$ cat config.mk
export PLATFORM = sky130hd
export DESIGN_NAME = dhp_host_port
export DESIGN_NICKNAME = d
export VERILOG_FILES = /design/src/include/dhp_pkg.sv /design/src/core/dhp_burst_timer.sv /design/src/core/dhp_host_port.sv
export VERILOG_INCLUDE_DIRS = /design/src /design/src/include
export SDC_FILE = /design/constraint.sdc
export NUM_CORES = 1
export LEC_CHECK = 0
export BUFFER_PORTS_ARGS = -buffer_cell sky130_fd_sc_hd__buf_2
export CORE_MARGIN = 2
export CORE_UTILIZATION = 58
export DETAILED_ROUTE_END_ITERATION = 7
export GPL_ROUTABILITY_DRIVEN = 1
export GPL_TIMING_DRIVEN = 0
export HOLD_SLACK_MARGIN = 0.03
export PLACE_DENSITY = 0.78
export SETUP_SLACK_MARGIN = 0.4
export SYNTH_ARGS = -nofsm -noshare
export SYNTH_HDL_FRONTEND = slang
export SYNTH_SLANG_ARGS = --single-unit
$ cat constraint.sdc
create_clock -name clock -period 2.45 [get_ports clock]
set_clock_uncertainty 0.2 [all_clocks]
set_input_delay 0.49 -clock clock [delete_from_list [all_inputs] [get_ports clock]]
set_output_delay 0.49 -clock clock [all_outputs]
set_load 0.01 [all_outputs]
$ cat src/include/dhp_defs.svh
// constants for the tone transceiver host register port
// assumes a 10 MHz core clock and a 4-bit multiplexed host bus
`ifndef DHP_DEFS_SVH
`define DHP_DEFS_SVH

// register select line values
`define DHP_SEL_DATA 1'b0
`define DHP_SEL_CTRL 1'b1

// first control register bit positions
`define DHP_A_TONE 0
`define DHP_A_MODE 1
`define DHP_A_IRQ 2
`define DHP_A_PTR 3

// second control register bit positions
`define DHP_B_BURST_OFF 0
`define DHP_B_TEST 1
`define DHP_B_SINGLE 2
`define DHP_B_COLUMN 3

// status bit positions
`define DHP_S_IRQ 0
`define DHP_S_TX_EMPTY 1
`define DHP_S_RX_FULL 2
`define DHP_S_STEER 3

// reset values
`define DHP_CTRL_RESET 4'h0
`define DHP_DIGIT_RESET 4'h0

// timing: clock rate, burst length in ms, ms tick in cycles
`define DHP_CLOCK_HZ 10000000
`define DHP_BURST_MS 51
`define DHP_MS_CYCLES (`DHP_CLOCK_HZ / 1000)

`endif

$ cat src/include/dhp_pkg.sv
// types shared by the tone transceiver host register port
// assumes dhp_defs.svh for the numeric constants
package dhp_pkg;

    typedef struct packed {
        logic select_second;
        logic irq_enable;
        logic call_progress;
        logic tone_enable;
    } dhp_ctrl_a_t;

    typedef struct packed {
        logic column;
        logic single;
        logic test;
        logic burst_off;
    } dhp_ctrl_b_t;

    typedef struct packed {
        logic steering;
        logic rx_full;
        logic tx_empty;
        logic irq;
    } dhp_status_t;

    // command to the tone generator
    typedef struct packed {
        logic on;
        logic single;
        logic column;
        logic [3:0] code;
    } dhp_tone_cmd_t;

    // host pins after synchronisation
    typedef struct packed {
        logic cp_square;
        logic cs_n;
        logic rd_n;
        logic wr_n;
        logic rs;
        logic [3:0] data;
    } dhp_pins_t;

    typedef enum logic [1:0] {
        DHP_IDLE,
        DHP_BURST,
        DHP_PAUSE
    } dhp_burst_state_t;

endpackage

$ cat src/core/dhp_burst_timer.sv
// tone burst and pause sequencer
// assumes one clock; start restarts a burst, abort returns to idle
`include "dhp_defs.svh"

module dhp_burst_timer #(
    parameter int MS_CYCLES = `DHP_MS_CYCLES,
    parameter int BURST_MS = `DHP_BURST_MS
) (
    input wire logic clock,
    input wire logic reset_n,
    input wire logic start,
    input wire logic extended,
    input wire logic abort,
    output logic burst_active,
    output logic done
);
    import dhp_pkg::*;

    localparam int DW = (MS_CYCLES > 1) ? $clog2(MS_CYCLES) : 1;

    dhp_burst_state_t state;
    logic [DW-1:0] divider;
    logic [7:0] ms_count;
    logic [7:0] ms_limit;
    logic ms_tick;

    // extended mode doubles both the burst and the pause
    assign ms_limit = extended ? 8'(2 * BURST_MS) : 8'(BURST_MS);
    assign ms_tick = (divider == DW'(MS_CYCLES - 1));
    assign burst_active = (state == DHP_BURST);

    // -----------------------------------------------------------
    // millisecond divider
    // -----------------------------------------------------------
    // restarted with each burst so the first ms is a full one
    always_ff @(posedge clock) begin
        if (!reset_n || start || ms_tick) begin
            divider <= '0;
        end else begin
            divider <= divider + DW'(1);
        end
    end

    // -----------------------------------------------------------
    // burst and pause sequence
    // -----------------------------------------------------------
    always_ff @(posedge clock) begin
        done <= 1'b0;
        if (!reset_n || abort) begin
            state <= DHP_IDLE;
            ms_count <= 8'h00;
        end else if (start) begin
            state <= DHP_BURST;
            ms_count <= 8'h00;
        end else if (ms_tick && state != DHP_IDLE) begin
            if (ms_count == ms_limit - 8'h01) begin
                ms_count <= 8'h00;
                case (state)
                    DHP_BURST: begin
                        state <= DHP_PAUSE;
                    end
                    DHP_PAUSE: begin
                        state <= DHP_IDLE;
                        done <= 1'b1;
                    end
                    default: begin
                        state <= DHP_IDLE;
                    end
                endcase
            end else begin
                ms_count <= ms_count + 8'h01;
            end
        end
    end

endmodule

$ cat src/core/dhp_host_port.sv
// host register port of a tone transceiver
// assumes the receive side gives same-clock digit and steering signals,
// host pins and the call progress square wave are asynchronous
`include "dhp_defs.svh"

module dhp_host_port #(
    parameter int MS_CYCLES = `DHP_MS_CYCLES,
    parameter int BURST_MS = `DHP_BURST_MS
) (
    input wire logic clock,
    input wire logic reset_n,
    input wire logic chip_select_n,
    input wire logic read_n,
    input wire logic write_n,
    input wire logic register_select_line,
    input wire logic [3:0] data_in,
    output logic [3:0] data_out,
    output logic data_oe_n,
    input wire logic digit_valid,
    input wire logic [3:0] digit_code,
    input wire logic tone_validated,
    input wire logic cp_square_in,
    output logic digit_detect_enable,
    output dhp_pkg::dhp_tone_cmd_t tone_cmd,
    output logic event_or_tone_out_pin,
    output logic event_or_tone_oe_n
);
    import dhp_pkg::*;

    // -----------------------------------------------------------
    // pin synchronisers
    // -----------------------------------------------------------
    dhp_pins_t pins_raw;
    dhp_pins_t sync1;
    dhp_pins_t sync2;
    dhp_pins_t sync3;
    dhp_pins_t pins;

    assign pins_raw = {cp_square_in, chip_select_n, read_n, write_n,
                       register_select_line, data_in};

    // three stages; pins settle only when stages two and three agree
    always_ff @(posedge clock) begin
        if (!reset_n) begin
            sync1 <= '1;
            sync2 <= '1;
            sync3 <= '1;
        end else begin
            sync1 <= pins_raw;
            sync2 <= sync1;
            sync3 <= sync2;
        end
    end

    // bitwise hold on disagreement filters one-cycle glitches
    always_ff @(posedge clock) begin
        if (!reset_n) begin
            pins <= '1;
        end else begin
            pins <= (sync2 & sync3) | (pins & (sync2 ^ sync3));
        end
    end

    // -----------------------------------------------------------
    // access tracking
    // -----------------------------------------------------------
    logic read_active;
    logic write_active;
    logic access_sel;
    logic [3:0] write_data;
    logic read_start;
    logic read_end;
    logic write_end;
    logic read_now;
    logic write_now;

    assign read_now = !pins.cs_n && !pins.rd_n && pins.wr_n;
    assign write_now = !pins.cs_n && !pins.wr_n && pins.rd_n;
    assign read_start = read_now && !read_active;
    assign read_end = read_active && !read_now;
    assign write_end = write_active && pins.wr_n;

    always_ff @(posedge clock) begin
        if (!reset_n) begin
            read_active <= 1'b0;
        end else begin
            read_active <= read_now;
        end
    end

    // write stays armed until the strobe ends even if select rises
    always_ff @(posedge clock) begin
        if (!reset_n) begin
            write_active <= 1'b0;
        end else if (write_now) begin
            write_active <= 1'b1;
        end else if (pins.wr_n) begin
            write_active <= 1'b0;
        end
    end

    always_ff @(posedge clock) begin
        if (!reset_n) begin
            write_data <= 4'h0;
            access_sel <= `DHP_SEL_DATA;
        end else if (write_now) begin
            write_data <= pins.data;
            access_sel <= pins.rs;
        end else if (read_start) begin
            access_sel <= pins.rs;
        end
    end

    // -----------------------------------------------------------
    // registers written by the host
    // -----------------------------------------------------------
    logic [3:0] transmit_digit;
    dhp_ctrl_a_t control_first;
    dhp_ctrl_b_t control_second;
    logic second_control_pointer;
    logic tx_write;
    logic ctrl_write;

    assign tx_write = write_end && access_sel == `DHP_SEL_DATA;
    assign ctrl_write = write_end && access_sel == `DHP_SEL_CTRL;

    always_ff @(posedge clock) begin
        if (!reset_n) begin
            transmit_digit <= `DHP_DIGIT_RESET;
        end else if (tx_write) begin
            transmit_digit <= write_data;
        end
    end

    always_ff @(posedge clock) begin
        if (!reset_n) begin
            control_first <= `DHP_CTRL_RESET;
            control_second <= `DHP_CTRL_RESET;
            second_control_pointer <= 1'b0;
        end else if (ctrl_write) begin
            if (second_control_pointer) begin
                control_second <= write_data;
                second_control_pointer <= 1'b0;
            end else begin
                control_first <= write_data;
                second_control_pointer <= write_data[`DHP_A_PTR];
            end
        end
    end

    // -----------------------------------------------------------
    // burst timing
    // -----------------------------------------------------------
    logic burst_mode;
    logic burst_active;
    logic burst_done;

    assign burst_mode = !control_second.burst_off;

    dhp_burst_timer #(
        .MS_CYCLES(MS_CYCLES),
        .BURST_MS(BURST_MS)
    ) u_burst (
        .clock(clock),
        .reset_n(reset_n),
        .start(tx_write && burst_mode),
        .extended(control_first.call_progress),
        .abort(!burst_mode),
        .burst_active(burst_active),
        .done(burst_done)
    );

    // -----------------------------------------------------------
    // tone generator command
    // -----------------------------------------------------------
    // tone gated by enable bit
    always_ff @(posedge clock) begin
        if (!reset_n) begin
            tone_cmd <= '0;
        end else begin
            tone_cmd.on <= control_first.tone_enable &&
                           (!burst_mode || burst_active);
            tone_cmd.single <= control_second.single;
            tone_cmd.column <= control_second.column;
            tone_cmd.code <= transmit_digit;
        end
    end

    // -----------------------------------------------------------
    // receive side
    // -----------------------------------------------------------
    logic [3:0] received_digit;
    logic digit_taken;

    assign digit_detect_enable = !control_first.call_progress;
    assign digit_taken = digit_valid && digit_detect_enable;

    always_ff @(posedge clock) begin
        if (!reset_n) begin
            received_digit <= `DHP_DIGIT_RESET;
        end else if (digit_taken) begin
            received_digit <= digit_code;
        end
    end

    // -----------------------------------------------------------
    // status flags
    // -----------------------------------------------------------
    dhp_status_t transceiver_state;
    logic status_read_end;

    // clear only once the read finishes
    assign status_read_end = read_end && access_sel == `DHP_SEL_CTRL;

    // set wins over a clear in the same cycle so an event in the clearing cycle is kept
    always_ff @(posedge clock) begin
        if (!reset_n) begin
            transceiver_state <= '0;
        end else begin
            if (burst_done && burst_mode) begin
                transceiver_state.tx_empty <= 1'b1;
            end else if (status_read_end || !burst_mode) begin
                transceiver_state.tx_empty <= 1'b0;
            end
            if (digit_taken) begin
                transceiver_state.rx_full <= 1'b1;
            end else if (status_read_end) begin
                transceiver_state.rx_full <= 1'b0;
            end
            if ((burst_done && burst_mode) || digit_taken) begin
                transceiver_state.irq <= 1'b1;
            end else if (status_read_end) begin
                transceiver_state.irq <= 1'b0;
            end
            transceiver_state.steering <= !tone_validated;
        end
    end

    // -----------------------------------------------------------
    // read data
    // -----------------------------------------------------------
    // snapshot at read start
    always_ff @(posedge clock) begin
        if (!reset_n) begin
            data_out <= 4'h0;
        end else if (read_start) begin
            if (pins.rs == `DHP_SEL_DATA) begin
                data_out <= received_digit;
            end else begin
                data_out <= transceiver_state;
            end
        end
    end

    // drive only while the strobe is held and data has settled
    assign data_oe_n = !(read_active && read_now);

    // -----------------------------------------------------------
    // shared interrupt or tone pin
    // -----------------------------------------------------------
    logic pull_low;

    // open drain: only ever pulls low, pull-up makes the high level
    always_ff @(posedge clock) begin
        if (!reset_n) begin
            pull_low <= 1'b0;
        end else if (control_first.call_progress) begin
            pull_low <= control_first.irq_enable && !pins.cp_square;
        end else if (control_second.test) begin
            pull_low <= !transceiver_state.steering;
        end else begin
            pull_low <= control_first.irq_enable &&
                        transceiver_state.irq;
        end
    end

    assign event_or_tone_out_pin = 1'b0;
    assign event_or_tone_oe_n = !pull_low;

endmodule

Word-level counts from Yosys, hierarchy flattened
Cells that the tools add are included.
{ "totals": {"input_bits": 17, "n_memories": 0, "register_bits": 100, "latch_bits": 0, "mem_bits_rw": 0, "romBits": 0, "output_inout_bits": 15, "wordCells": 139} }
{ "classes": {"shift": 0, "add_sub_neg": 3, "n_div": 0, "eq_ne": 4, "bitwise": 8, "mux": 20, "reduce_logical": 51, "order_cmp": 0, "mul": 0} }
{ "ops": {"columns": ["op", "n"], "rows": [
  ["9-bit bitwise AND", 2],
  ["1-bit logical AND", 18],
  ["1-bit two-way mux", 16],
  ["2-bit nonzero test", 8],
  ["14-bit by 1-bit adder with 14-bit output, second input constant", 1],
  ["14-bit == test, second input constant", 1],
  ["1-bit logical NOT", 13],
  ["9-bit OR", 1],
  ["9-bit bitwise XOR", 1],
  ["8-bit by 1-bit adder with 8-bit output, second input constant", 1],
  ["8-bit == test", 1],
  ["8-bit two-way mux", 1],
  ["2-bit AND reduction", 4],
  ["8-bit by 1-bit subtractor with 8-bit output, second input constant", 1],
  ["7-bit two-way mux", 1],
  ["1-bit logical OR", 6],
  ["4-bit two-way mux", 1],
  ["1-bit inverter", 4],
  ["4-bit OR reduction", 1],
  ["2-bit by 1-bit == test with 1-bit output, second input constant", 1],
  ["2-bit == test, second input constant", 1],
  ["2-bit two-way mux", 1],
  ["2-bit OR reduction", 1]
]} }

Depth between registers and ports, before layout
Gate-level depths: netlist of run 1.
{ "depth": {"depth_word": 9, "depth_mapped": 7, "depth_no_buf": 6} }

Modules after synthesis
A second synthesis of run 1 with hierarchy kept.
{ "unflattened": {"hier_cells": 384, "area_unflattened_um2": 3839.9} }
{ "modules_own_cells": {"columns": ["mod", "area_each_um2", "n_inst", "seq_area_each_um2", "cells_per_inst"], "rows": [
  ["dhp_host_port", 2622.5, 1, 1501.4, 244],
  ["dhp_burst_timer", 1217.4, 1, 500.5, 140]
]} }

Least setup slack after synthesis of run 1
Ideal clock, no wire load.
{ "synth_path": {"path_type": "flip-flop to flip-flop", "start": "reg u_burst.divider[0]", "end": "reg u_burst.ms_count[5]", "path_slack_ns": 0.507, "path_stages_with_launch": 8, "arrival_ns": 1.629, "setup_ns": 0.114, "period_less_slack_ns": 1.943, "required_ns": 2.136, "path_buffers": 1, "path_cell_list": "dfxtp_1 ha_1 and3_1 nand4_1 or2_0 clkbuf_1 a22o_1 a21o_1"} }
{ "synth_via": {"elab_chain_cells": 2} }
{ "synth_rtl": {"columns": ["item", "line_no", "rtl"], "rows": [
  ["start, declared", "dhp_burst_timer.sv:22", "logic [DW-1:0] divider;"],
  ["start signal, assigned", "dhp_burst_timer.sv:40", "divider <= divider + DW'(1);"],
  ["14-bit == test", "dhp_burst_timer.sv:29", "assign ms_tick = (divider == DW'(MS_CYCLES - 1));"],
  ["1-bit logical AND", "dhp_burst_timer.sv:55", "end else if (ms_tick && state != DHP_IDLE) begin"],
  ["end signal, assigned", "dhp_burst_timer.sv:71", "ms_count <= ms_count + 8'h01;"],
  ["end, declared", "dhp_burst_timer.sv:23", "logic [7:0] ms_count;"]
]} }
No other way between the ends.
A chain may end at the register's enable or synchronous reset.

Worst setup path after layout of run 1
Same ends and word-level chain as after synthesis.

==> results.toml, run 1 <==
[run_status]
status = "finished, final reports clean"

[worst_setup_path]
crit_arrival_ps = 2040
crit_chain = "ha_4 -> and3_4 -> nand4_1 -> or2_0 -> buf_2 -> a22o_1 -> a21o_1"
path_class = "reg2reg"
worst-r2r-cell-count = 7
crit_path_top_delay_cell = "dfxtp_2"
slowest_delay_ps = 360
crit_required_ps = 2510
rrSetupSlack_ps = 470
r2r_start = "u_burst.divider[0]$_SDFF_PP0_"
worstSetupStartpointType = "flop"
cp_top_family = "simple AND/OR/NAND/NOR gates"
path_buf_inv = 1
end_kind = "flop"
critPathMaxFanout = 6
r2r-end = "u_burst.ms_count[5]$_SDFFE_PP0P_"

[route]
initialDrtViolationCount = 65
wl_um = 6580
drc = 0
antenna_left = 0
wl_per_cell_um = 13.1
vias_per_cell = 5.29
first_pass_iters = 4
routed-via-count = 2660

[timing]
drv_slew = 0
grt_setup_unrepaired = "false"
fin_crit_sh_pct = 80.8
setup_viol = 0
tightest_slew_ps = 610
hold_viol = 0
whs_ps = 75.8
fmax_mhz = 505
fin_tns_setup_ps = 0
relSlewSlack_pct = 59.2
period_minus_slack_ps = 1980

[grt]
antenna_found_initial = 0
grt_pass1_vias = 2621
grt_pass1_wl_um = 11500
overflow = 0
grt_max_degree = 18
track_usage_pct = 19.9

[clock_tree]
clk_pin_slew_ps = 90
cts_tree = "done"
clock_latency_ps = 370
cts_buffers = 9
cts_max_level = 3
cts_root_buffer = "clkbuf_8"
cts_buffer_depth = 2
clock-sinks = 100

[logic_synthesis]
netlist_instances = 377
ys_seq_area_share_pct = 52.4
synth-seq-cells = 100
synth_adder_area_share_pct = 3.60
synth_most_common_cell = "dfxtp_1"
synth-simple-area-share_pct = 26.4
synth_top_area_cell = "dfxtp_1"
netlist_top_cells_area = "dfxtp_1, mux2i_1, nand2b_1"
synth.avg_cell_area_um2 = 10.1
dominantRegCellSynth = "dfxtp_1"
synth_warnings = 0
ys_top_cells_by_count = "dfxtp_1, nand2_1, nand2b_1"
synth_compound_area_share_pct = 5.53
synthMuxAreaShare_pct = 6.58
synth_top_family_by_area = "simple AND/OR/NAND/NOR gates"
synth_edf_count = 0
async_flop_share_pct = 0
synthDistinctLibCells = 51
syn-num-nets = 405
synth_xor_area_share_pct = 2.98
syn_area_mm2 = 0.00382
yosys.area.top_type_share_pct = 52.4

[worst_hold_path]
hold_depth = 2
min_path_type = "in2reg"
min_to = "transceiver_state[3]$_SDFF_PN0_"
min-delay-start = "tone_validated"

[finish]
nFillCells = 495
area_growth_pct = 14.3
finalNetCount = 449
multi_input_area_mm2 = 0.00177
drive_gt1_share_pct = 16.4
ff_latch_area_mm2 = 0.00201
fin_area_mm2 = 0.00437
antenna_cells = 0

[power_and_ir_drop]
leakagePower_nw = 1.81
power.switching_uw = 653
intPower_mw = 2.31
swShare_pct = 22.1
p_per_area_mw_per_mm2 = 678
seqPwrFrac_pct = 56.7
power_frac_clock_pct = 39.3
comb_power_share_pct = 4.0
max-vdd-ir-drop_v = 0.000558

[floorplanning]
coreArea_mm2 = 0.00635
die_h_um = 85.2
fp-row-count = 29
initial_core_util_pct = 60.2
boundaryPins = 32
fp.dieW_um = 85.2
dieArea_mm2 = 0.00726

[placed_design]
place.port_buffers = 30
hpwl_um = 4530
place_congestion = 0.855
placed_area_mm2 = 0.00407

[run]
maxCapViolCount = 0
==> timing repair <==
item	4_1_cts	5_1_grt
setup buffers	1	2
pin swaps	1	4
hold buffers	0	0
gates resized for setup	6	9
setup endpoints to repair	14	9
==> layout make-up <==
| class | count | share of cell area (%) |
|---|---|---|
| well taps | 77 | 2.21 |
| inverters | 6 | 0.516 |
| multi-input cells | 254 | 40.6 |
| repair buffers | 33 | 3.95 |
| clock buffers | 10 | 2.92 |
| flip-flops and latches | 100 | 46.0 |
| plain buffers | 17 | 1.66 |
| clock inverters | 6 | 2.15 |
==> state kept, by name, summed over array words and instances, names as in the netlist <==
name	flops
access_sel	1
read_active	1
u_burst.ms_count	8
transceiver_state	4
tone_cmd	7
second_control_pointer	1
pins	9
control_second	4
control_first	3
u_burst.divider	14
write_data	4
transmit_digit	4
write_active	1
u_burst.done	1
received_digit	4
sync3	9
sync2	9
u_burst.state	2
pull_low	1
data_out	4
sync1	9
==> cell families after synthesis <==
kind of cell | after synthesis
adder cells (fa/ha/maj) | 11
multiplexers | 25
buffers and inverters | 23
flip-flops | 100
XOR/XNOR | 13
AND/OR/NAND/NOR | 175
AO/OA/AOI/OAI | 29
other | 1
==> metrics by stage <==
stage / cells / util (%) / power [mW] / setup WS (ps)
6_report: 503 / 68.8 / 2.96 / 471
3_3_place_gp: 484 / 64.1 / 1.83 / 288
4_1_cts: 501 / 68.0 / 2.98 / 397
3_5_place_dp: 484 / 64.1 / 1.83 / 249
2_1_floorplan: 377 / - / 1.79 / 507
5_1_grt: 503 / 68.8 / 3.05 / 404
==> worst max-delay path by stage <==
stage | start | end | slack, ps | depth (start not counted)
final | u_burst.divider[0]$_SDFF_PP0_ | u_burst.ms_count[5]$_SDFFE_PP0P_ | 470 | 7
after global routing | u_burst.ms_count[6]$_SDFFE_PP0P_ | u_burst.ms_count[5]$_SDFFE_PP0P_ | 400 | 5
after CTS | u_burst.divider[0]$_SDFF_PP0_ | u_burst.ms_count[5]$_SDFFE_PP0P_ | 400 | 7
after detailed placement | u_burst.divider[0]$_SDFF_PP0_ | u_burst.ms_count[5]$_SDFFE_PP0P_ | 250 | 7
after global placement | u_burst.divider[0]$_SDFF_PP0_ | u_burst.ms_count[5]$_SDFFE_PP0P_ | 290 | 7
after floorplan | u_burst.divider[0]$_SDFF_PP0_ | u_burst.ms_count[5]$_SDFFE_PP0P_ | 510 | 7
==> power groups by stage <==
stage | clock (mW) | sequential, mW | combinational [mW]
after detailed placement | 0 | 1.72 | 0.117
after global routing | 1.23 | 1.68 | 0.138
final | 1.16 | 1.68 | 0.119
after CTS | 1.18 | 1.68 | 0.119
after global placement | 0 | 1.71 | 0.112
after floorplan | 0 | 1.71 | 0.0830
==> routing by layer <==
metal	global-route usage [%]	vias to the layer above	part of all wire, %
met4	9.09	0	2.1
met2	34.9	48	51
li1	-	1361	-
met1	22.4	1240	44
met5	0	-	0
met3	5.35	11	3.5
==> worst register-to-register path, stage by stage, from the launching register on <==
cell and delay [ps]:
dfxtp_2 360, ha_4 140, and3_4 210, nand4_1 160, or2_0 250, buf_2 150, a22o_1 230, a21o_1 170
==> cell usage in the layout (no fill, tap or decap), types with 7 or more instances in the layout <==
master / count
nor2b_1: 27
nor2_1: 25
nand3_1: 10
nand2_1: 33
and2_1: 9
mux2i_1: 24
dfxtp_1: 95
ha_1: 10
clkbuf_1: 12
buf_2: 33
nand2b_1: 28
nand3b_1: 9
clkbuf_8: 9
xnor2_1: 7
(Power assumes the default switching activity.)
==> run 2, diff against run 1 <==
--- a/config.mk
+++ b/config.mk
@@ -6,14 +6,15 @@
 export SDC_FILE = /design/constraint.sdc
 export NUM_CORES = 1
 export LEC_CHECK = 0
+export ABC_AREA = 1
 export BUFFER_PORTS_ARGS = -buffer_cell sky130_fd_sc_hd__buf_2
 export CORE_MARGIN = 2
-export CORE_UTILIZATION = 58
+export CORE_UTILIZATION = 53
 export DETAILED_ROUTE_END_ITERATION = 7
 export GPL_ROUTABILITY_DRIVEN = 1
 export GPL_TIMING_DRIVEN = 0
 export HOLD_SLACK_MARGIN = 0.03
-export PLACE_DENSITY = 0.78
+export PLACE_DENSITY = 0.75
 export SETUP_SLACK_MARGIN = 0.4
 export SYNTH_ARGS = -nofsm -noshare
 export SYNTH_HDL_FRONTEND = slang
==> constraint.sdc (replaced) <==
create_clock -name clock -period 1.7 [get_ports clock]
set_clock_uncertainty 0.2 [all_clocks]
set_input_delay 0.34 -clock clock [delete_from_list [all_inputs] [get_ports clock]]
set_output_delay 0.34 -clock clock [all_outputs]
set_load 0.01 [all_outputs]
==> results.toml, run 2 <==
[run_status]
status = "finished, final reports clean"

[logic_synthesis]
synth-simple-area-share_pct = 25.9
synth_adder_area_share_pct = 3.49
synth_most_common_cell = "dfxtp_1"
yosys.area.top_type_share_pct = 50.8
synth-seq-cells = 100
synth_xor_area_share_pct = 1.78
synthMuxAreaShare_pct = 0
syn-num-nets = 514
syn_area_mm2 = 0.00394
synth_edf_count = 0
synth_top_area_cell = "dfxtp_1"
netlist_top_cells_area = "dfxtp_1, nand2_1, nor2_1"
async_flop_share_pct = 0
dominantRegCellSynth = "dfxtp_1"
synth.avg_cell_area_um2 = 8.10
ys_seq_area_share_pct = 50.8
synth_warnings = 0
ys_top_cells_by_count = "dfxtp_1, nand2_1, nor2_1"
synth_top_family_by_area = "simple AND/OR/NAND/NOR gates"
netlist_instances = 486
synthDistinctLibCells = 39
synth_compound_area_share_pct = 10.4

[power_and_ir_drop]
leakagePower_nw = 2.19
power.switching_mw = 1.06
power_frac_clock_pct = 35.4
seqPwrFrac_pct = 58.6
swShare_pct = 25.5
comb_power_share_pct = 6.0
power_mw = 4.13
p_per_area_mw_per_mm2 = 760
intPower_mw = 3.08
max-vdd-ir-drop_v = 0.000666

[run]
maxCapViolCount = 0

[timing]
whs_ps = 33.8
period_minus_slack_ps = 1670
drv_slew = 0
setup_viol = 0
grt_setup_unrepaired = "true"
fmax_mhz = 599
hold_viol = 0
fin_crit_sh_pct = 98.1

[worst_setup_path]
worstSetupStartpointType = "flop"
crit_required_ps = 1160
crit_path_top_delay_cell = "dfxtp_2"
crit_arrival_ps = 1130
end_kind = "output pin"
crit_chain = "nor3_4 -> nand2_1 -> buf_2"
worst-r2r-cell-count = 9
critPathMaxFanout = 2
path_class = "reg2out"
cp_top_family = "flip-flops"
path_buf_inv = 1
cp.depth = 3
slowest_delay_ps = 350

[clock_tree]
cts_tree = "done"
cts_max_level = 3
clk_pin_slew_ps = 100
cts_buffers = 9
clock-sinks = 100
clock_latency_ps = 370
cts_buffer_depth = 2
cts_root_buffer = "clkbuf_8"

[finish]
top_register = "u_burst.divider"
antenna_cells = 0
area_growth_pct = 38.0
nFillCells = 466
mostFrequentLayoutCells = "dfxtp_1, nand2_1, nor2_1"
largest_reg_flops = 14
drive_gt1_share_pct = 44.6
utilization_pct = 75.4
finalNetCount = 599
layout_commonest_cell = "dfxtp_1"

[route]
first_pass_iters = 5
antenna_left = 0
vias_per_cell = 5.10
routed.top_layer = "met4"
wl_per_cell_um = 14.3
initialDrtViolationCount = 180
routed-wl-met2_um = 5120
drc = 0
dr_wl_met3_um = 421
wl_um = 9680
drt-met1-wl_um = 3880
routed-via-count = 3441

[floorplanning]
initial_core_util_pct = 54.6
fp.dieW_um = 90.2
boundaryPins = 32
die_h_um = 90.2
dieArea_mm2 = 0.00814
fp-row-count = 31
coreArea_mm2 = 0.00721

[grt]
grt_pass1_vias = 3346
track_usage_pct = 21.8
grt_pass1_wl_um = 14500
overflow = 0
grt_max_degree = 20
antenna_found_initial = 0

[worst_hold_path]
min_path_type = "in2reg"
hold_depth = 3

[placed_design]
place.port_buffers = 30
place_congestion = 0.830
hpwl_um = 5210
run 2: cell count changes in the layout (fill, tap and decap cells not counted), moves of 24 or more:
cell	change
nand2b_1	-28
nor2b_1	-27
mux2i_1	-24
or2_2	+27
nand2_1	+30
inv_1	+32
run 2: through the flow:
stage	std cells	cell area, um2	worst slack, ps	TNS, ps
after floorplan	486	3990	179	0
final	675	5440	31.5	0
after CTS	664	5000	32.3	0
after detailed placement	615	4260	-16.3	-47.1
after global routing	675	5440	-34.3	-116
after global placement	615	4260	17.8	0
run 2: worst min-delay path, stage by stage:
cell	delay (ps)
buf_2	80
o21ai_2	50
a21oi_1	100
run 2: power groups by stage:
stage	clock network [mW]	logic, mW	registers, mW
floorplan	0	0.117	2.47
global placement	0	0.159	2.48
detailed placement	0	0.168	2.48
CTS	1.47	0.213	2.42
global route	1.59	0.278	2.43
finish	1.46	0.248	2.42
run 2: worst paths after layout:
| check | from | endpoint | slack, ps |
|---|---|---|---|
| hold reg to reg | sync1[5]$_SDFF_PN1_ | sync2[5]$_SDFF_PN1_ | 210 |
| setup / recovery | pins[7]$_SDFF_PN1_ | data_oe_n | 30 |
| hold / removal | digit_code[1] | received_digit[1]$_SDFFE_PN0P_ | 30 |
| setup reg to reg | pins[7]$_SDFF_PN1_ | access_sel$_SDFFE_PN0P_ | 30 |
run 2: what timing repair did:
action                                  CTS  global route
endpoints found under the setup margin   57            73
gates resized for setup                  78           106
pin swaps                                15            24
endpoints found under the hold margin    11             0
hold buffers                             11             0
cloned                                    5             0
setup buffers                            17            11
run 2: logic make-up (layout without fill, tap and decap cells):
family | Yosys count | after routing
buffers and inverters | 68 | 158
DFF | 100 | 100
other | 1 | 1
xor gates and xnor gates | 8 | 8
and+or+nand+nor | 220 | 220
AOI/OAI and AO/OA | 78 | 78
adders and majority gates | 11 | 11
run 2: area by class of cell:
type                            count  area [um2]  area share [%]
Tap cell                           99         124            2.28
Buffer                             15         111            2.05
Clock inverter                      7        70.1            1.29
Sequential cell                   100        2040            37.5
Clock buffer                        9         124            2.28
Inverter                           53         224            4.12
Multi-Input combinational cell    318        2090            38.5
Timing Repair Buffer               72         636            11.7
Timing Repair inverter              2        17.5           0.322
run 2: layer usage:
metal | global-route usage, % | up-vias
met3 | 5.45 | 21
met1 | 24.7 | 1605
met4 | 9.87 | 0
met5 | 0 | -
li1 | - | 1712
met2 | 38.7 | 103
==> run 3, diff against run 2 <==
--- a/config.mk
+++ b/config.mk
@@ -8,8 +8,10 @@
 export LEC_CHECK = 0
 export ABC_AREA = 1
 export BUFFER_PORTS_ARGS = -buffer_cell sky130_fd_sc_hd__buf_2
+export CELL_PAD_IN_SITES_DETAIL_PLACEMENT = 0
+export CELL_PAD_IN_SITES_GLOBAL_PLACEMENT = 1
 export CORE_MARGIN = 2
-export CORE_UTILIZATION = 53
+export CORE_UTILIZATION = 40
 export DETAILED_ROUTE_END_ITERATION = 7
 export GPL_ROUTABILITY_DRIVEN = 1
 export GPL_TIMING_DRIVEN = 0
==> results.toml, run 3 (synthesis gave the netlist of run 2 again) <==
[grt]
met2_usage_pct = 26.0
track_usage_pct = 16.5
grt_max_degree = 20
overflow = 0
grt_pass1_wl_um = 13900
antenna_found_initial = 0
globalRouteMet3Util_pct = 3.83
grt_pass1_vias = 3079
busiest_layer = "met2"
met1_usage_pct = 22.9

[worst_setup_path]
crit_chain = "nor3_4 -> buf_4 -> buf_6 -> inv_4 -> or2_4 -> buf_6 -> o21ai_2 -> a21oi_2"
crit_path_top_delay_cell = "dfxtp_2"
slowest_delay_ps = 350
path_class = "reg2reg"
worstSetupStartpointType = "flop"
cp_top_family = "simple AND/OR/NAND/NOR gates"
path_buf_inv = 4
crit_required_ps = 1770
critPathMaxFanout = 5
crit_arrival_ps = 1730
end_kind = "flop"
critPathMostFrequentCell = "buf_6"

[timing]
whs_ps = 41.1
fmax_mhz = 603
hold_viol = 0
fin_crit_sh_pct = 97.5
period_minus_slack_ps = 1660
grt_setup_unrepaired = "true"
setup_viol = 0
drv_slew = 0

[floorplanning]
dieArea_mm2 = 0.0107
boundaryPins = 32
coreArea_mm2 = 0.00968
fp-row-count = 36
die_h_um = 103
fp.dieW_um = 103
initial_core_util_pct = 40.7

[route]
drc = 0
vias_per_cell = 4.62
initialDrtViolationCount = 74
first_pass_iters = 4
antenna_left = 0
routed-via-count = 3269
wl_um = 8510
wl_per_cell_um = 12.0

[finish]
top_register = "u_burst.divider"
largest_reg_flops = 14
drive_gt1_share_pct = 46.9
area_growth_pct = 39.4
instances_no_fill = 707
antenna_cells = 0
finalNetCount = 597
layout_commonest_cell = "dfxtp_1"
fin_area_mm2 = 0.00549
nFillCells = 900
mostFrequentLayoutCells = "dfxtp_1, nand2_1, nor2_1"

[clock_tree]
cts_tree = "done"
clock_latency_ps = 360
cts_buffer_depth = 2
clk_pin_slew_ps = 110
cts_root_buffer = "clkbuf_8"
cts_max_level = 3
cts_buffers = 9
clock-sinks = 100

[placed_design]
place_congestion = 0.760
placed_area_mm2 = 0.00431
hpwl_um = 5250
dp_cells = 649
place.port_buffers = 30

[power_and_ir_drop]
leakagePower_nw = 2.17
p_per_area_mw_per_mm2 = 754
max-vdd-ir-drop_v = 0.000421

[worst_hold_path]
min_path_type = "in2reg"

[run]
maxCapViolCount = 0

[run_status]
status = "finished, final reports clean"
## run 3: changes by cell type in the layout (fill, tap and decap cells not counted), sizes merged
cell	before	now
buf	69	68
clkbuf	16	17
clkinv	3	5
clkinvlp	3	0
dlygate4sd3	11	10
## run 3: metrics by stage
step | util (%) | setup WS (ps) | power, mW | setup TNS [ps]
final | 56.7 | 42.1 | 4.14 | 0
after global routing | 56.7 | -19.0 | 4.35 | -58.4
after CTS | 52.0 | 26.7 | 4.17 | 0
after detailed placement | 44.5 | -64.3 | 2.65 | -368
after global placement | 44.5 | -21.1 | 2.64 | -121
after floorplan | - | 179 | 2.59 | 0
## run 3: area by class of cell
class                   count  area [um2]  area share, %
flip-flops and latches    100        2040           37.1
inverters                  53         226           4.12
well taps                 133         166           3.03
multi-input cells         318        2140           39.0
plain buffers              15         113           2.05
clock buffers               9         124           2.26
repair inverters            1        6.26          0.114
clock inverters             7        70.1           1.28
repair buffers             71         604           11.0
## run 3: what timing repair did
action                                 CTS  global route
pin swaps                               28            36
gates cloned                             3             0
endpoints found under the hold margin   10             0
gates resized for setup                 81           122
setup endpoints to repair               58            66
buffers inserted                        19            10
hold buffers                            10             0
## run 3: path summary, 6_finish.rpt
path / from / depth (start not counted) / slack [ps] / to
min: digit_code[0] / 3 / 40 / received_digit[0]$_SDFFE_PN0P_
max: pins[7]$_SDFF_PN1_ / 8 / 40 / data_out[2]$_SDFFE_PN0P_
max reg2reg: pins[7]$_SDFF_PN1_ / 8 / 40 / data_out[2]$_SDFFE_PN0P_
min reg2reg: sync1[8]$_SDFF_PN1_ / 1 / 220 / sync2[8]$_SDFF_PN1_
## run 3: report_power, final
group          switching (mW)  internal [mW]
combinational           0.123          0.116
sequential             0.0277           2.39
clock                   0.905          0.576
total                    1.06           3.09
## run 3: tightest hold or removal path: stages
cell     delay [ps]
buf_2            80
o21ai_1          60
a21oi_1         100
## run 3: routing by layer
| layer | share of wire [%] | vias to the layer above |
|---|---|---|
| met5 | 0 | - |
| met4 | 1.0 | 0 |
| met3 | 3.0 | 7 |
| met2 | 46 | 43 |
| met1 | 50 | 1500 |
| li1 | - | 1719 |
